--- src/verilog/vcm_defs.vh ---
// constants for the vacuum condition monitor
`ifndef VCM_DEFS_VH
`define VCM_DEFS_VH
// register byte offsets
`define VCM_OFF_CTRL 8'h00
`define VCM_OFF_UPPER 8'h04
`define VCM_OFF_LOWER 8'h08
`define VCM_OFF_MAX_EVAC 8'h0C
`define VCM_OFF_MAX_LEAK 8'h10
`define VCM_OFF_PRESS 8'h14
`define VCM_OFF_STATUS 8'h18
`define VCM_OFF_TIMES 8'h1C
`define VCM_OFF_LEAK 8'h20
`define VCM_OFF_AIR 8'h24
`define VCM_OFF_ENERGY 8'h28
`define VCM_OFF_ERROR 8'h2C
`define VCM_OFF_DYN 8'h30
// control field positions
`define VCM_CTRL_AIR_SAVE 0
`define VCM_CTRL_NO_CONT 1
`define VCM_CTRL_CTRL_MODE 2
`define VCM_CTRL_AUTOSET 3
`define VCM_CTRL_PRESS_VALID 4
// warning bit positions in status
`define VCM_W_SWITCH 0
`define VCM_W_UPPER 1
`define VCM_W_EVAC 2
`define VCM_W_LEAK 3
`define VCM_W_DYN 4
// reset values
`define VCM_RST_CTRL 5'h05
`define VCM_RST_UPPER 10'h2_58
`define VCM_RST_UHYST 10'h0_32
`define VCM_RST_LOWER 10'h1_F4
`define VCM_RST_LHYST 10'h0_32
`define VCM_RST_MAX_EVAC 14'h0_3E8
`define VCM_RST_MAX_LEAK 16'h00_FA
// timing
`define VCM_CLK_HZ 25000000
`define VCM_MS_CYCLES 15'h61A8
`define VCM_SW_WINDOW_MS 12'hB_B7
`define VCM_SW_MAX 4'h6
`define VCM_MAX_EVAC_LIMIT 14'h2_706
`define VCM_DYN_MS 12'h3_E8
`define VCM_DYN_MIN 10'h0_05
`define VCM_LEAK_SAMPLE_MS 7'h64
`define VCM_LEAK_SCALE 6'h0A
`define VCM_SELF_POWER 8'h0A
`define VCM_COIL_POWER 8'h14
`endif

--- src/verilog/README_none.v ---
`timescale 1ns/1ns

--- src/verilog/vcm_monitor.v ---
// vacuum ejector condition, energy and maintenance monitor with axi4-lite registers
//
// Local design decisions: the address map and the AXI4-Lite register port.
`timescale 1ns/1ns
`default_nettype none
`include "vcm_defs.vh"
// How it works
// - over 6 toggles per 3 s: continuous suction
// - switching trip in io-link: warning and yellow
// - switching protection also works in standard io
// - no-continuous setting keeps regulating always
// - upper threshold missed: warning and yellow
// - that warning from phase end to next cycle
// - measure time to lower and evacuation time
// - evacuation time over maximum: warning, yellow
// - zero disables check; above 9.99 s refused
// - slow leak: resume at upper minus hysteresis
// - fast leak resumes; second time continuous, warning
// - dynamic pressure in band: warning and yellow
// - average leakage classified, readable by master
// - autoset stores last values plus margin
// - relative air is active share of cycle
// - absolute air only with supplied pressure
// - absolute air clears at start, updates live
// - relative air and energy latch at start
// - leakage is vacuum decay while suction paused
// - leak and quality clear, moving average
// - monitoring only while in io-link mode
// - error shows code, aborts menu, readable
module vcm_monitor #(
  parameter [14:0] MS_CYCLES = `VCM_MS_CYCLES
) (
  // clock, reset, enable
  input wire aclk,
  input wire aresetn,
  input wire ce,
  // process side
  input wire suction_pin,
  input wire blowoff_pin,
  input wire [9:0] vacuum_mbar,
  input wire iolink_mode,
  input wire [7:0] error_code,
  output reg valve_suction_r,
  output reg valve_blowoff_r,
  output reg status_yellow_r,
  output reg [7:0] error_display_r,
  output reg menu_abort_r,
  // axi4-lite slave
  input wire [7:0] s_axi_awaddr,
  input wire s_axi_awvalid,
  output reg s_axi_awready,
  input wire [31:0] s_axi_wdata,
  input wire [3:0] s_axi_wstrb,
  input wire s_axi_wvalid,
  output reg s_axi_wready,
  output reg [1:0] s_axi_bresp,
  output reg s_axi_bvalid,
  input wire s_axi_bready,
  input wire [7:0] s_axi_araddr,
  input wire s_axi_arvalid,
  output reg s_axi_arready,
  output reg [31:0] s_axi_rdata,
  output reg [1:0] s_axi_rresp,
  output reg s_axi_rvalid,
  input wire s_axi_rready
);
  // configuration
  reg [4:0] ctrl_r;
  reg [9:0] upper_r, uhyst_r, lower_r, lhyst_r;
  reg [13:0] max_evac_r;
  reg [15:0] max_leak_r, sys_press_r;
  reg [7:0] nozzle_r;
  // pin synchronisers, bit 0 suction, bit 1 blow-off
  reg [1:0] sync1_r, sync2_r, sync3_r, pin_r, pin_d_r;
  // timing and measurement state
  reg [14:0] div_r;
  reg ms_tick_r;
  reg [11:0] win_ms_r;
  reg [3:0] sw_cnt_r;
  reg cont_r, paused_r, reached_r, exceed_r;
  reg [4:0] warn_r;
  reg t0_run_r, t1_run_r;
  reg [15:0] t0_r, t1_r;
  reg [11:0] dyn_ms_r;
  reg [9:0] dyn_r;
  reg [6:0] leak_ms_r;
  reg [9:0] leak_ref_r;
  reg [15:0] leak_avg_r;
  reg leak_any_r;
  reg [1:0] leak_class_r;
  reg [15:0] tot_ms_r, act_ms_r, air_abs_r;
  reg [7:0] air_rel_r;
  reg [31:0] energy_r;
  // bus state
  reg [7:0] awaddr_r;
  reg aw_got_r, w_got_r;
  reg [31:0] wdata_r;
  reg [3:0] wstrb_r;

  wire cycle_start = pin_r[0] & ~pin_d_r[0];
  wire cycle_stop = ~pin_r[0] & pin_d_r[0];
  wire regulating = ctrl_r[`VCM_CTRL_AIR_SAVE] & ctrl_r[`VCM_CTRL_CTRL_MODE] & ~cont_r;
  wire valve_next = pin_r[0] & ~(regulating & paused_r);
  wire [9:0] resume_lvl = (upper_r > uhyst_r) ? upper_r - uhyst_r : 10'h0_00;
  wire [9:0] dyn_low = (lower_r > lhyst_r) ? lower_r - lhyst_r : 10'h0_00;
  wire [9:0] drop = (leak_ref_r > vacuum_mbar) ? leak_ref_r - vacuum_mbar : 10'h0_00;
  wire [15:0] leak_now = drop * `VCM_LEAK_SCALE;
  wire [17:0] leak_mix = {2'b00, leak_avg_r} + {1'b0, leak_avg_r, 1'b0} + {2'b00, leak_now};
  wire [15:0] leak_new = leak_any_r ? leak_mix[17:2] : leak_now;
  wire mon = iolink_mode;
  wire [23:0] act_pct = act_ms_r * 8'h64;
  wire [23:0] rel_raw = (tot_ms_r == 16'h0000) ? 24'h00_0000 : act_pct / tot_ms_r;
  wire [23:0] flow_raw = sys_press_r * nozzle_r;
  wire [31:0] energy_now = tot_ms_r * `VCM_SELF_POWER + act_ms_r * `VCM_COIL_POWER;
  wire [15:0] as_leak = leak_avg_r + {2'b00, leak_avg_r[15:2]};
  wire [15:0] as_evac = t1_r + {2'b00, t1_r[15:2]};
  wire aw_fire = aw_got_r & w_got_r & ~s_axi_bvalid;

  // leak class and quality of the running average
  reg [1:0] class_now;
  reg [7:0] quality;
  always @* begin
    if (leak_avg_r < {2'b00, max_leak_r[15:2]}) begin
      class_now = 2'd0;
      quality = 8'h64;
    end else if (leak_avg_r < {1'b0, max_leak_r[15:1]}) begin
      class_now = 2'd1;
      quality = 8'h4B;
    end else if (leak_avg_r <= max_leak_r) begin
      class_now = 2'd2;
      quality = 8'h32;
    end else begin
      class_now = 2'd3;
      quality = 8'h00;
    end
  end

  // byte-lane merge for register writes
  function [31:0] merge;
    input [31:0] old;
    input [31:0] nw;
    input [3:0] strb;
    integer i;
    begin
      merge = old;
      for (i = 0; i < 4; i = i + 1) begin
        if (strb[i]) begin
          merge[i*8 +: 8] = nw[i*8 +: 8];
        end
      end
    end
  endfunction

  wire [31:0] wd_ctrl = merge({27'h0, ctrl_r}, wdata_r, wstrb_r);
  wire [31:0] wd_upper = merge({6'h0, uhyst_r, 6'h0, upper_r}, wdata_r, wstrb_r);
  wire [31:0] wd_lower = merge({6'h0, lhyst_r, 6'h0, lower_r}, wdata_r, wstrb_r);
  wire [31:0] wd_evac = merge({18'h0, max_evac_r}, wdata_r, wstrb_r);
  wire [31:0] wd_leak = merge({16'h0, max_leak_r}, wdata_r, wstrb_r);
  wire [31:0] wd_press = merge({8'h0, nozzle_r, sys_press_r}, wdata_r, wstrb_r);

  // write decode; a refused evacuation limit answers slverr
  reg [1:0] wr_resp;
  always @* begin
    wr_resp = 2'b00;
    if (awaddr_r == `VCM_OFF_CTRL || awaddr_r == `VCM_OFF_UPPER ||
        awaddr_r == `VCM_OFF_LOWER || awaddr_r == `VCM_OFF_MAX_LEAK ||
        awaddr_r == `VCM_OFF_PRESS) begin
      wr_resp = 2'b00;
    end else if (awaddr_r == `VCM_OFF_MAX_EVAC) begin
      if (wd_evac[31:0] > {18'h0, `VCM_MAX_EVAC_LIMIT}) begin
        wr_resp = 2'b10;
      end
    end else if (awaddr_r == `VCM_OFF_STATUS || awaddr_r == `VCM_OFF_TIMES ||
                 awaddr_r == `VCM_OFF_LEAK || awaddr_r == `VCM_OFF_AIR ||
                 awaddr_r == `VCM_OFF_ENERGY || awaddr_r == `VCM_OFF_ERROR ||
                 awaddr_r == `VCM_OFF_DYN) begin
      wr_resp = 2'b00;
    end else begin
      wr_resp = 2'b10;
    end
  end

  // read decode
  reg [31:0] rd_val;
  reg rd_ok;
  always @* begin
    rd_val = 32'h0000_0000;
    rd_ok = 1'b1;
    if (s_axi_araddr == `VCM_OFF_CTRL) begin
      rd_val = {27'h0, ctrl_r};
    end else if (s_axi_araddr == `VCM_OFF_UPPER) begin
      rd_val = {6'h0, uhyst_r, 6'h0, upper_r};
    end else if (s_axi_araddr == `VCM_OFF_LOWER) begin
      rd_val = {6'h0, lhyst_r, 6'h0, lower_r};
    end else if (s_axi_araddr == `VCM_OFF_MAX_EVAC) begin
      rd_val = {18'h0, max_evac_r};
    end else if (s_axi_araddr == `VCM_OFF_MAX_LEAK) begin
      rd_val = {16'h0, max_leak_r};
    end else if (s_axi_araddr == `VCM_OFF_PRESS) begin
      rd_val = {8'h0, nozzle_r, sys_press_r};
    end else if (s_axi_araddr == `VCM_OFF_STATUS) begin
      rd_val = {24'h0, status_yellow_r, paused_r, cont_r, warn_r};
    end else if (s_axi_araddr == `VCM_OFF_TIMES) begin
      rd_val = {t1_r, t0_r};
    end else if (s_axi_araddr == `VCM_OFF_LEAK) begin
      rd_val = {6'h0, leak_class_r, quality, leak_avg_r};
    end else if (s_axi_araddr == `VCM_OFF_AIR) begin
      rd_val = {air_abs_r, 8'h0, air_rel_r};
    end else if (s_axi_araddr == `VCM_OFF_ENERGY) begin
      rd_val = energy_r;
    end else if (s_axi_araddr == `VCM_OFF_ERROR) begin
      rd_val = {24'h0, error_display_r};
    end else if (s_axi_araddr == `VCM_OFF_DYN) begin
      rd_val = {22'h0, dyn_r};
    end else begin
      rd_ok = 1'b0;
    end
  end

  // axi4-lite handshakes and register writes
  always @(posedge aclk) begin
    if (!aresetn) begin
      s_axi_awready <= 1'b0;
      s_axi_wready <= 1'b0;
      s_axi_bvalid <= 1'b0;
      s_axi_bresp <= 2'b00;
      s_axi_arready <= 1'b0;
      s_axi_rvalid <= 1'b0;
      s_axi_rresp <= 2'b00;
      s_axi_rdata <= 32'h0000_0000;
      aw_got_r <= 1'b0;
      w_got_r <= 1'b0;
      awaddr_r <= 8'h00;
      wdata_r <= 32'h0000_0000;
      wstrb_r <= 4'h0;
      ctrl_r <= `VCM_RST_CTRL;
      upper_r <= `VCM_RST_UPPER;
      uhyst_r <= `VCM_RST_UHYST;
      lower_r <= `VCM_RST_LOWER;
      lhyst_r <= `VCM_RST_LHYST;
      max_evac_r <= `VCM_RST_MAX_EVAC;
      max_leak_r <= `VCM_RST_MAX_LEAK;
      sys_press_r <= 16'h0000;
      nozzle_r <= 8'h00;
    end else if (ce) begin
      s_axi_awready <= ~aw_got_r & ~s_axi_awready & s_axi_awvalid;
      s_axi_wready <= ~w_got_r & ~s_axi_wready & s_axi_wvalid;
      if (s_axi_awvalid & s_axi_awready) begin
        aw_got_r <= 1'b1;
        awaddr_r <= {s_axi_awaddr[7:2], 2'b00};
      end
      if (s_axi_wvalid & s_axi_wready) begin
        w_got_r <= 1'b1;
        wdata_r <= s_axi_wdata;
        wstrb_r <= s_axi_wstrb;
      end
      ctrl_r[`VCM_CTRL_AUTOSET] <= 1'b0;
      if (aw_fire) begin
        aw_got_r <= 1'b0;
        w_got_r <= 1'b0;
        s_axi_bvalid <= 1'b1;
        s_axi_bresp <= wr_resp;
        if (awaddr_r == `VCM_OFF_CTRL) begin
          ctrl_r <= wd_ctrl[4:0];
        end else if (awaddr_r == `VCM_OFF_UPPER) begin
          upper_r <= wd_upper[9:0];
          uhyst_r <= wd_upper[25:16];
        end else if (awaddr_r == `VCM_OFF_LOWER) begin
          lower_r <= wd_lower[9:0];
          lhyst_r <= wd_lower[25:16];
        end else if (awaddr_r == `VCM_OFF_MAX_EVAC) begin
          if (wr_resp == 2'b00) begin
            max_evac_r <= wd_evac[13:0];
          end
        end else if (awaddr_r == `VCM_OFF_MAX_LEAK) begin
          max_leak_r <= wd_leak[15:0];
        end else if (awaddr_r == `VCM_OFF_PRESS) begin
          sys_press_r <= wd_press[15:0];
          nozzle_r <= wd_press[23:16];
        end
      end else if (s_axi_bvalid & s_axi_bready) begin
        s_axi_bvalid <= 1'b0;
      end
      // autoset pulse acts one cycle after its write
      if (ctrl_r[`VCM_CTRL_AUTOSET] & mon) begin
        max_leak_r <= as_leak;
        max_evac_r <= (as_evac > {2'b00, `VCM_MAX_EVAC_LIMIT}) ?
                      `VCM_MAX_EVAC_LIMIT : as_evac[13:0];
      end
      s_axi_arready <= ~s_axi_rvalid & ~s_axi_arready & s_axi_arvalid;
      if (s_axi_arvalid & s_axi_arready) begin
        s_axi_rvalid <= 1'b1;
        s_axi_rdata <= rd_val;
        s_axi_rresp <= rd_ok ? 2'b00 : 2'b10;
      end else if (s_axi_rvalid & s_axi_rready) begin
        s_axi_rvalid <= 1'b0;
      end
    end
  end

  // process monitoring
  always @(posedge aclk) begin
    if (!aresetn) begin
      sync1_r <= 2'b00;
      sync2_r <= 2'b00;
      sync3_r <= 2'b00;
      pin_r <= 2'b00;
      pin_d_r <= 2'b00;
      div_r <= 15'h0000;
      ms_tick_r <= 1'b0;
      win_ms_r <= 12'h000;
      sw_cnt_r <= 4'h0;
      cont_r <= 1'b0;
      paused_r <= 1'b0;
      reached_r <= 1'b0;
      exceed_r <= 1'b0;
      warn_r <= 5'h00;
      t0_run_r <= 1'b0;
      t1_run_r <= 1'b0;
      t0_r <= 16'h0000;
      t1_r <= 16'h0000;
      dyn_ms_r <= 12'h000;
      dyn_r <= 10'h0_00;
      leak_ms_r <= 7'h00;
      leak_ref_r <= 10'h0_00;
      leak_avg_r <= 16'h0000;
      leak_any_r <= 1'b0;
      leak_class_r <= 2'd0;
      tot_ms_r <= 16'h0000;
      act_ms_r <= 16'h0000;
      air_abs_r <= 16'h0000;
      air_rel_r <= 8'h00;
      energy_r <= 32'h0000_0000;
      valve_suction_r <= 1'b0;
      valve_blowoff_r <= 1'b0;
      status_yellow_r <= 1'b0;
      error_display_r <= 8'h00;
      menu_abort_r <= 1'b0;
    end else if (ce) begin
      sync1_r <= {blowoff_pin, suction_pin};
      sync2_r <= sync1_r;
      sync3_r <= sync2_r;
      pin_r <= (pin_r & (sync2_r ^ sync3_r)) | (sync3_r & ~(sync2_r ^ sync3_r));
      pin_d_r <= pin_r;
      ms_tick_r <= (div_r == MS_CYCLES - 15'h0001);
      div_r <= (div_r == MS_CYCLES - 15'h0001) ? 15'h0000 : div_r + 15'h0001;
      valve_suction_r <= valve_next;
      valve_blowoff_r <= pin_r[1];
      error_display_r <= error_code;
      menu_abort_r <= (error_code != 8'h00) & (error_display_r == 8'h00);
      status_yellow_r <= mon & (warn_r != 5'h00);
      // switching window, active in every mode
      if (ms_tick_r) begin
        win_ms_r <= (win_ms_r == `VCM_SW_WINDOW_MS) ? 12'h000 : win_ms_r + 12'h001;
      end
      if (ms_tick_r & (win_ms_r == `VCM_SW_WINDOW_MS)) begin
        sw_cnt_r <= 4'h0;
      end else if ((valve_next ^ valve_suction_r) & (sw_cnt_r != 4'hF)) begin
        sw_cnt_r <= sw_cnt_r + 4'h1;
      end
      if (sw_cnt_r > `VCM_SW_MAX) begin
        cont_r <= ~ctrl_r[`VCM_CTRL_NO_CONT];
        if (mon) begin
          warn_r[`VCM_W_SWITCH] <= 1'b1;
        end
      end
      if (cycle_stop) begin
        cont_r <= 1'b0;
        paused_r <= 1'b0;
        t0_run_r <= 1'b0;
        t1_run_r <= 1'b0;
        if (!reached_r & mon) begin
          warn_r[`VCM_W_UPPER] <= 1'b1;
        end
      end
      // regulation and leakage on the paused vacuum
      if (pin_r[0] & regulating) begin
        if (!paused_r & (vacuum_mbar >= upper_r)) begin
          paused_r <= 1'b1;
          leak_ref_r <= vacuum_mbar;
          leak_ms_r <= 7'h00;
        end else if (paused_r & (vacuum_mbar < resume_lvl)) begin
          paused_r <= 1'b0;
        end else if (paused_r & ms_tick_r & mon) begin
          leak_ms_r <= leak_ms_r + 7'h01;
          if (leak_ms_r == `VCM_LEAK_SAMPLE_MS - 7'h01) begin
            leak_ms_r <= 7'h00;
            leak_ref_r <= vacuum_mbar;
            leak_avg_r <= leak_new;
            leak_any_r <= 1'b1;
            if (leak_now > max_leak_r) begin
              paused_r <= 1'b0;
              exceed_r <= 1'b1;
              if (exceed_r) begin
                warn_r[`VCM_W_LEAK] <= 1'b1;
                if (!ctrl_r[`VCM_CTRL_NO_CONT]) begin
                  cont_r <= 1'b1;
                end
              end
            end
          end
        end
      end
      if (pin_r[0] & (vacuum_mbar >= upper_r)) begin
        reached_r <= 1'b1;
      end
      // evacuation times
      if (ms_tick_r & t0_run_r & mon) begin
        t0_r <= t0_r + 16'h0001;
      end
      if (t0_run_r & (vacuum_mbar >= lower_r)) begin
        t0_run_r <= 1'b0;
        t1_run_r <= 1'b1;
      end
      if (ms_tick_r & t1_run_r & mon) begin
        t1_r <= t1_r + 16'h0001;
      end
      if (t1_run_r & (vacuum_mbar >= upper_r)) begin
        t1_run_r <= 1'b0;
      end
      if (mon & t1_run_r & (max_evac_r != 14'h0000) & (t1_r > {2'b00, max_evac_r})) begin
        warn_r[`VCM_W_EVAC] <= 1'b1;
      end
      // dynamic pressure after a second of free suction
      if (ms_tick_r & pin_r[0] & (dyn_ms_r != `VCM_DYN_MS)) begin
        dyn_ms_r <= dyn_ms_r + 12'h001;
        if ((dyn_ms_r == `VCM_DYN_MS - 12'h001) & mon &
            (vacuum_mbar >= `VCM_DYN_MIN) & (vacuum_mbar <= upper_r)) begin
          dyn_r <= vacuum_mbar;
          if ((vacuum_mbar > dyn_low) & (vacuum_mbar < upper_r)) begin
            warn_r[`VCM_W_DYN] <= 1'b1;
          end
        end
      end
      // energy and air figures
      if (ms_tick_r & mon) begin
        tot_ms_r <= tot_ms_r + 16'h0001;
        if (valve_suction_r | valve_blowoff_r) begin
          act_ms_r <= act_ms_r + 16'h0001;
          if (ctrl_r[`VCM_CTRL_PRESS_VALID]) begin
            air_abs_r <= air_abs_r + flow_raw[23:8];
          end
        end
      end
      // cycle start: latch the previous cycle, clear the new one
      if (cycle_start) begin
        if (mon) begin
          air_rel_r <= rel_raw[7:0];
          energy_r <= energy_now;
          leak_class_r <= class_now;
        end
        tot_ms_r <= 16'h0000;
        act_ms_r <= 16'h0000;
        air_abs_r <= 16'h0000;
        leak_avg_r <= 16'h0000;
        leak_any_r <= 1'b0;
        exceed_r <= 1'b0;
        reached_r <= 1'b0;
        paused_r <= 1'b0;
        dyn_ms_r <= 12'h000;
        t0_r <= 16'h0000;
        t1_r <= 16'h0000;
        t0_run_r <= 1'b1;
        t1_run_r <= 1'b0;
        warn_r <= warn_r & 5'b00001;
        if (sw_cnt_r > `VCM_SW_MAX) begin
          warn_r[`VCM_W_SWITCH] <= mon;
        end
      end
    end
  end
endmodule // vcm_monitor
`default_nettype wire
--- config.mk ---
export PLATFORM = sky130hd
export DESIGN_NAME = vcm_monitor
export DESIGN_NICKNAME = d
export VERILOG_FILES = /design/src/verilog/README_none.v /design/src/verilog/vcm_monitor.v
export VERILOG_INCLUDE_DIRS = /design/src /design/src/verilog
export SDC_FILE = /design/constraint.sdc
export NUM_CORES = 2
export LEC_CHECK = 0
export BUFFER_PORTS_ARGS = -buffer_cell sky130_fd_sc_hd__buf_2
export CAP_MARGIN = 20
export CORE_MARGIN = 2
export CORE_UTILIZATION = 50
export DETAILED_ROUTE_END_ITERATION = 6
export MAX_ROUTING_LAYER = met4
export PLACE_DENSITY = 0.66
export SYNTH_ARGS = -nofsm -noshare
export SYNTH_HDL_FRONTEND = slang
export SYNTH_SLANG_ARGS = --single-unit
--- constraint.sdc ---
create_clock -name aclk -period 137.7 [get_ports aclk]
set_input_delay 6.885 -clock aclk [delete_from_list [all_inputs] [get_ports aclk]]
set_output_delay 6.885 -clock aclk [all_outputs]
set_load 0.01 [all_outputs]
Yosys cells after proc, flatten, opt, wreduce, memory -nomap -nowiden
Index checks and enable logic that the tools add are counted.
{"block": "op_classes", "add_sub_neg": 18, "n_mul": 5, "div": 1, "order_cmp": 18, "eq_ne": 38, "muxes": 163, "bitwise_logic": 71, "reduce_logical": 99}
{"operator": "$mux 16", "count": 27}
{"operator": "$mux 32", "count": 11}
{"operator": "$mux 14", "count": 8}
{"operator": "$mux 10", "count": 9}
{"operator": "$mux 1", "count": 77}
{"operator": "$add 16x1->16 const B", "count": 4}
{"operator": "$reduce_bool 2->1", "count": 31}
{"operator": "$mux 8", "count": 7}
{"operator": "$and 1x1->1", "count": 47}
{"operator": "$mux 7", "count": 6}
{"operator": "$eq 8x6->1 const B", "count": 5}
{"operator": "$gt 10x10->1", "count": 4}
{"operator": "$mul 16x3->19 const B", "count": 2}
{"operator": "$reduce_and 2->1", "count": 19}
{"operator": "$mux 12", "count": 3}
{"operator": "$add 16x14->16", "count": 2}
{"operator": "$eq 8x5->1 const B", "count": 4}
{"operator": "$gt 32x14->1 const B", "count": 1}
{"operator": "$eq 6x4->1 const B", "count": 5}
{"operator": "$reduce_and 6->1", "count": 5}
{"operator": "$sub 10x10->10", "count": 3}
{"operator": "$reduce_and 9->1", "count": 3}
{"operator": "$reduce_and 5->1", "count": 5}
{"operator": "$add 12x1->12 const B", "count": 2}
{"operator": "other kinds (62)", "count": 123}
{"block": "word_totals", "ff_bits": 426, "inputBits": 81, "out_inout_bits": 53, "wordCells": 481}

Depth between registers and ports, before layout
{"block": "logic_depth", "ltp_word": 18, "depth_mapped": 416, "ltp_nobuf": 377}

Worst setup path before layout
Ideal clock, no wire load.
{"block": "synth_path", "path_kind": "register to register", "start": "reg act_ms_r[2]", "end": "reg air_rel_r[0]", "setup_time_ns": 0.125, "arrival_time_ns": 70.003, "t_required_ns": 137.575, "setup_slack_ns": 67.571, "stages_incl_launch_ff": 410, "path_buffers": 39, "period_less_slack_ns": 70.129, "path_cell_list": "dfxtp_1 -> buf_2 -> clkinv_1 -> ha_1 -> ha_1 -> fa_1 -> ha_1 -> clkbuf_1 -> nor2b_1 -> o31a_1 -> o221a_2 -> a2111oi_0 -> o31a_1 -> o211ai_1 -> o31a_1 -> or2_2 -> clkbuf_1 -> nand3_1 -> [... 374 more ...] -> nor2b_1 -> o21ai_0 -> nand2b_1 -> or3_1 -> or2_1 -> buf_2 -> clkbuf_1 -> nor2_1 -> a21oi_1 -> ha_1 -> a21o_1 -> a21o_1 -> a21oi_1 -> nor2_1 -> nor3_1 -> o211ai_1 -> a21oi_1 -> o22ai_1"}
{"block": "synth_between", "elab_chain_len": 3}
{"element": "start, declared", "line": "vcm_monitor.v:91", "text": "reg [15:0] tot_ms_r, act_ms_r, air_abs_r;"}
{"element": "start signal, assigned", "line": "vcm_monitor.v:439", "text": "act_ms_r <= act_ms_r + 16'h0001;"}
{"element": "$mul 16x5->21", "line": "vcm_monitor.v:111", "text": "wire [23:0] act_pct = act_ms_r * 8'h64;"}
{"element": "$div 23x16->24", "line": "vcm_monitor.v:112", "text": "wire [23:0] rel_raw = (tot_ms_r == 16'h0000) ? 24'h00_0000 : act_pct / tot_ms_r;"}
{"element": "$mux 8", "line": "vcm_monitor.v:112"}
{"element": "end signal, assigned", "line": "vcm_monitor.v:448", "text": "air_rel_r <= rel_raw[7:0];"}
{"element": "end, declared", "line": "vcm_monitor.v:92", "text": "reg [7:0] air_rel_r;"}
No other way between the ends.
A chain may end at the register's enable or synchronous reset.

Final worst setup path
Ends and elaborated chain as after synthesis.

==> run metrics <==
status finished clean; clk root buf clkbuf_16; Slew headroom 19.9%; fin. max-slew vios 0; largest net degree at the start of global routing 112; height of the chip 324 µm; synthesized area per cell 7.53 µm²; Tcrit/Tclk final roughly 57%; hold slack 0.455 ns; post-cts hold buffer count 0; startpoint types flip-flop; Post-synth EDFFs 0; Worst EP required 138.16 ns; FFs w/ async S/R, synth 0%; register area share after synthesis 16.2%; placed cell area about 53000 µm²; cts repair resizes 0; Worst-Margin Slew 1.19 ns; CP max-delay cell o41ai_4; WP data arrival 78.75 ns; std cell rows 117; Crit path largest cell delay 1.00 ns; Post-CTS Setup Bufs 0; Post-Syn Area 51200 µm²; Final Skew 0.0230 ns; IO Port Bufs 129; CTS Buf Count 45; leading register cell type out of synthesis dfxtp_1; Area Growth Syn to Fin 7.04%; Total Wirelength 168000 µm; CTS tree done; WL/cell 20.5 µm; nets ~7700; chip width 324 µm; CTS clk-pin slew, worst paths 0.06 ns; GPL Wtd Cong 1.00; Min Clock Period, post-route 78.28 ns; first-pass GRT wire length 260000 µm; cell mode on critical path o21a_1; Crit Path Category flip-flop to flip-flop; I/O pin count 134; Remaining DRCs 0; Final Cell Area 54800 µm²; number of global-route vias before repair 46445; total number of vias approximately 50000; Max Cap Violations 0; final core utilization 53.9%; drt initial violations around 4100; Crit. End Element flip-flop; Initial Util 50.4%; Min-Delay Path Class flip-flop to flip-flop; layout cells sized above 1 6.44%; FILL cells between 9000 and 10000; Peak Freq 12.8 MHz; Post-DRT Antenna Nets 0; Syn. warnings 0; initial antenna violation count 3; GR Overflow Total 0; largest fanout on the critical path 37; Placeable Area 102000 µm²; post-DR vias/cell 6.11; HPWL after DPL 131000 µm; RSZ-0062 raised after global routing false; CTS sink cnt 413; setup tns final 0 ns; clock buffer depth 3; Final Setup Violations 0; gr usage total 32.1%; Netlist cell types 125; final hold violations 0; post-synthesis cell count 6794; clk_lat worst skew 0.62 ns; CTS H-tree depth 2; FF+latch count, synth roughly 410; Die ar. 105000 µm²; DRT Pass-1 Iters 6
## cell families (layout without fill, tap and decap cells)
family / Yosys count / after routing / synth area share (%)
DFF: 413 / 413 / 16.2
AOI/OAI and AO/OA: 1850 / 1850 / 23.7
and+or+nand+nor: 2438 / 2438 / 22.9
xor gates and xnor gates: 456 / 456 / 7.86
buffers and inverters: 690 / 729 / 5.13
adders and majority gates: 783 / 783 / 20.9
other: 1 / 6 / 0.00733
muxes: 163 / 163 / 3.38
## stage by stage
step	setup WS (ns)	instances
after floorplan	67.57	6795
after global placement	61.84	8117
after detailed placement	60.93	8117
after CTS	60.53	8200
after global routing	53.15	8204
final	59.42	8206
## cell usage after synthesis (104+ instances only)
cell | n | area [µm²]
o21a_1 | 120 | 901
xnor2_1 | 283 | 2480
nand3_1 | 201 | 1010
nand4_1 | 104 | 651
nand2_1 | 688 | 2580
dfxtp_1 | 413 | 8270
a21oi_1 | 580 | 2900
nor3_1 | 189 | 946
a21o_1 | 214 | 1610
ha_1 | 665 | 8320
xor2_1 | 169 | 1480
clkbuf_1 | 199 | 747
inv_1 | 448 | 1680
nor2_1 | 668 | 2510
o21ai_0 | 294 | 1470
nand2b_1 | 112 | 701
and2_1 | 113 | 707
fa_1 | 118 | 2360
## cell type report
type	count	area, µm²	area share (%)
flip-flops and latches	413	8270	15.1
repair buffers	196	1160	2.11
inverters	450	1700	3.10
well taps	1368	1710	3.12
clock inverters	25	339	0.619
multi-input cells	5692	40300	73.6
clock buffers	58	1280	2.33
diodes	4	10.0	0.0183
## state kept, by name (all words and copies together) (netlist names), 15 cells and up, named ones only
| register | cells |
|---|---|
| s_axi_rdata | 32 |
| wdata_r | 32 |
| energy_r | 21 |
| act_ms_r | 16 |
| air_abs_r | 16 |
| leak_avg_r | 16 |
| max_leak_r | 16 |
| sys_press_r | 16 |
| t0_r | 16 |
| t1_r | 16 |
| tot_ms_r | 16 |
| div_r | 15 |
## final timing paths
| kind | slack [ns] | depth (start not counted) | from | to |
|---|---|---|---|---|
| worst max-delay path | 59.42 | 370 | act_ms_r[2] | air_rel_r[0] |
| worst min-delay path | 0.46 | 2 | energy_r[11] | energy_r[11] |
| worst max register to register | 59.42 | 370 | act_ms_r[2] | air_rel_r[0] |
| worst min register to register | 0.46 | 2 | energy_r[11] | energy_r[11] |
## metal layers
metal	part of all wire (%)	track usage [%]	vias to the layer above
li1	-	-	24334
met1	42	39.6	23646
met2	47	53.3	1729
met3	6.5	3.10	400
met4	5.0	13.9	0
met5	0	-	-
## critical path: cells and delay by family, from the launching register on
family,cells,cell delay (ns)
buffers and inverters,15,3.20
flip-flops,1,0.33
multiplexers,5,1.89
adder cells (fa/ha/maj),28,9.35
AND/OR/NAND/NOR,103,18.27
XOR/XNOR,5,1.01
AO/OA/AOI/OAI,214,43.79
## layout by cell type, fill, tap and decap left out, types with 113 or more instances in the layout
cell type    n
a21o_1     214
a21oi_1    580
and2_1     113
buf_2      129
dfxtp_1    413
fa_1       118
ha_1       665
inv_1      447
nand2_1    687
nand3_1    200
nor2_1     665
nor3_1     186
o21a_1     120
o21ai_0    291
xnor2_1    283
xor2_1     169
Power is not shown: default switching activity piles up to over one toggle a cycle in this logic, so the estimate is an artifact.
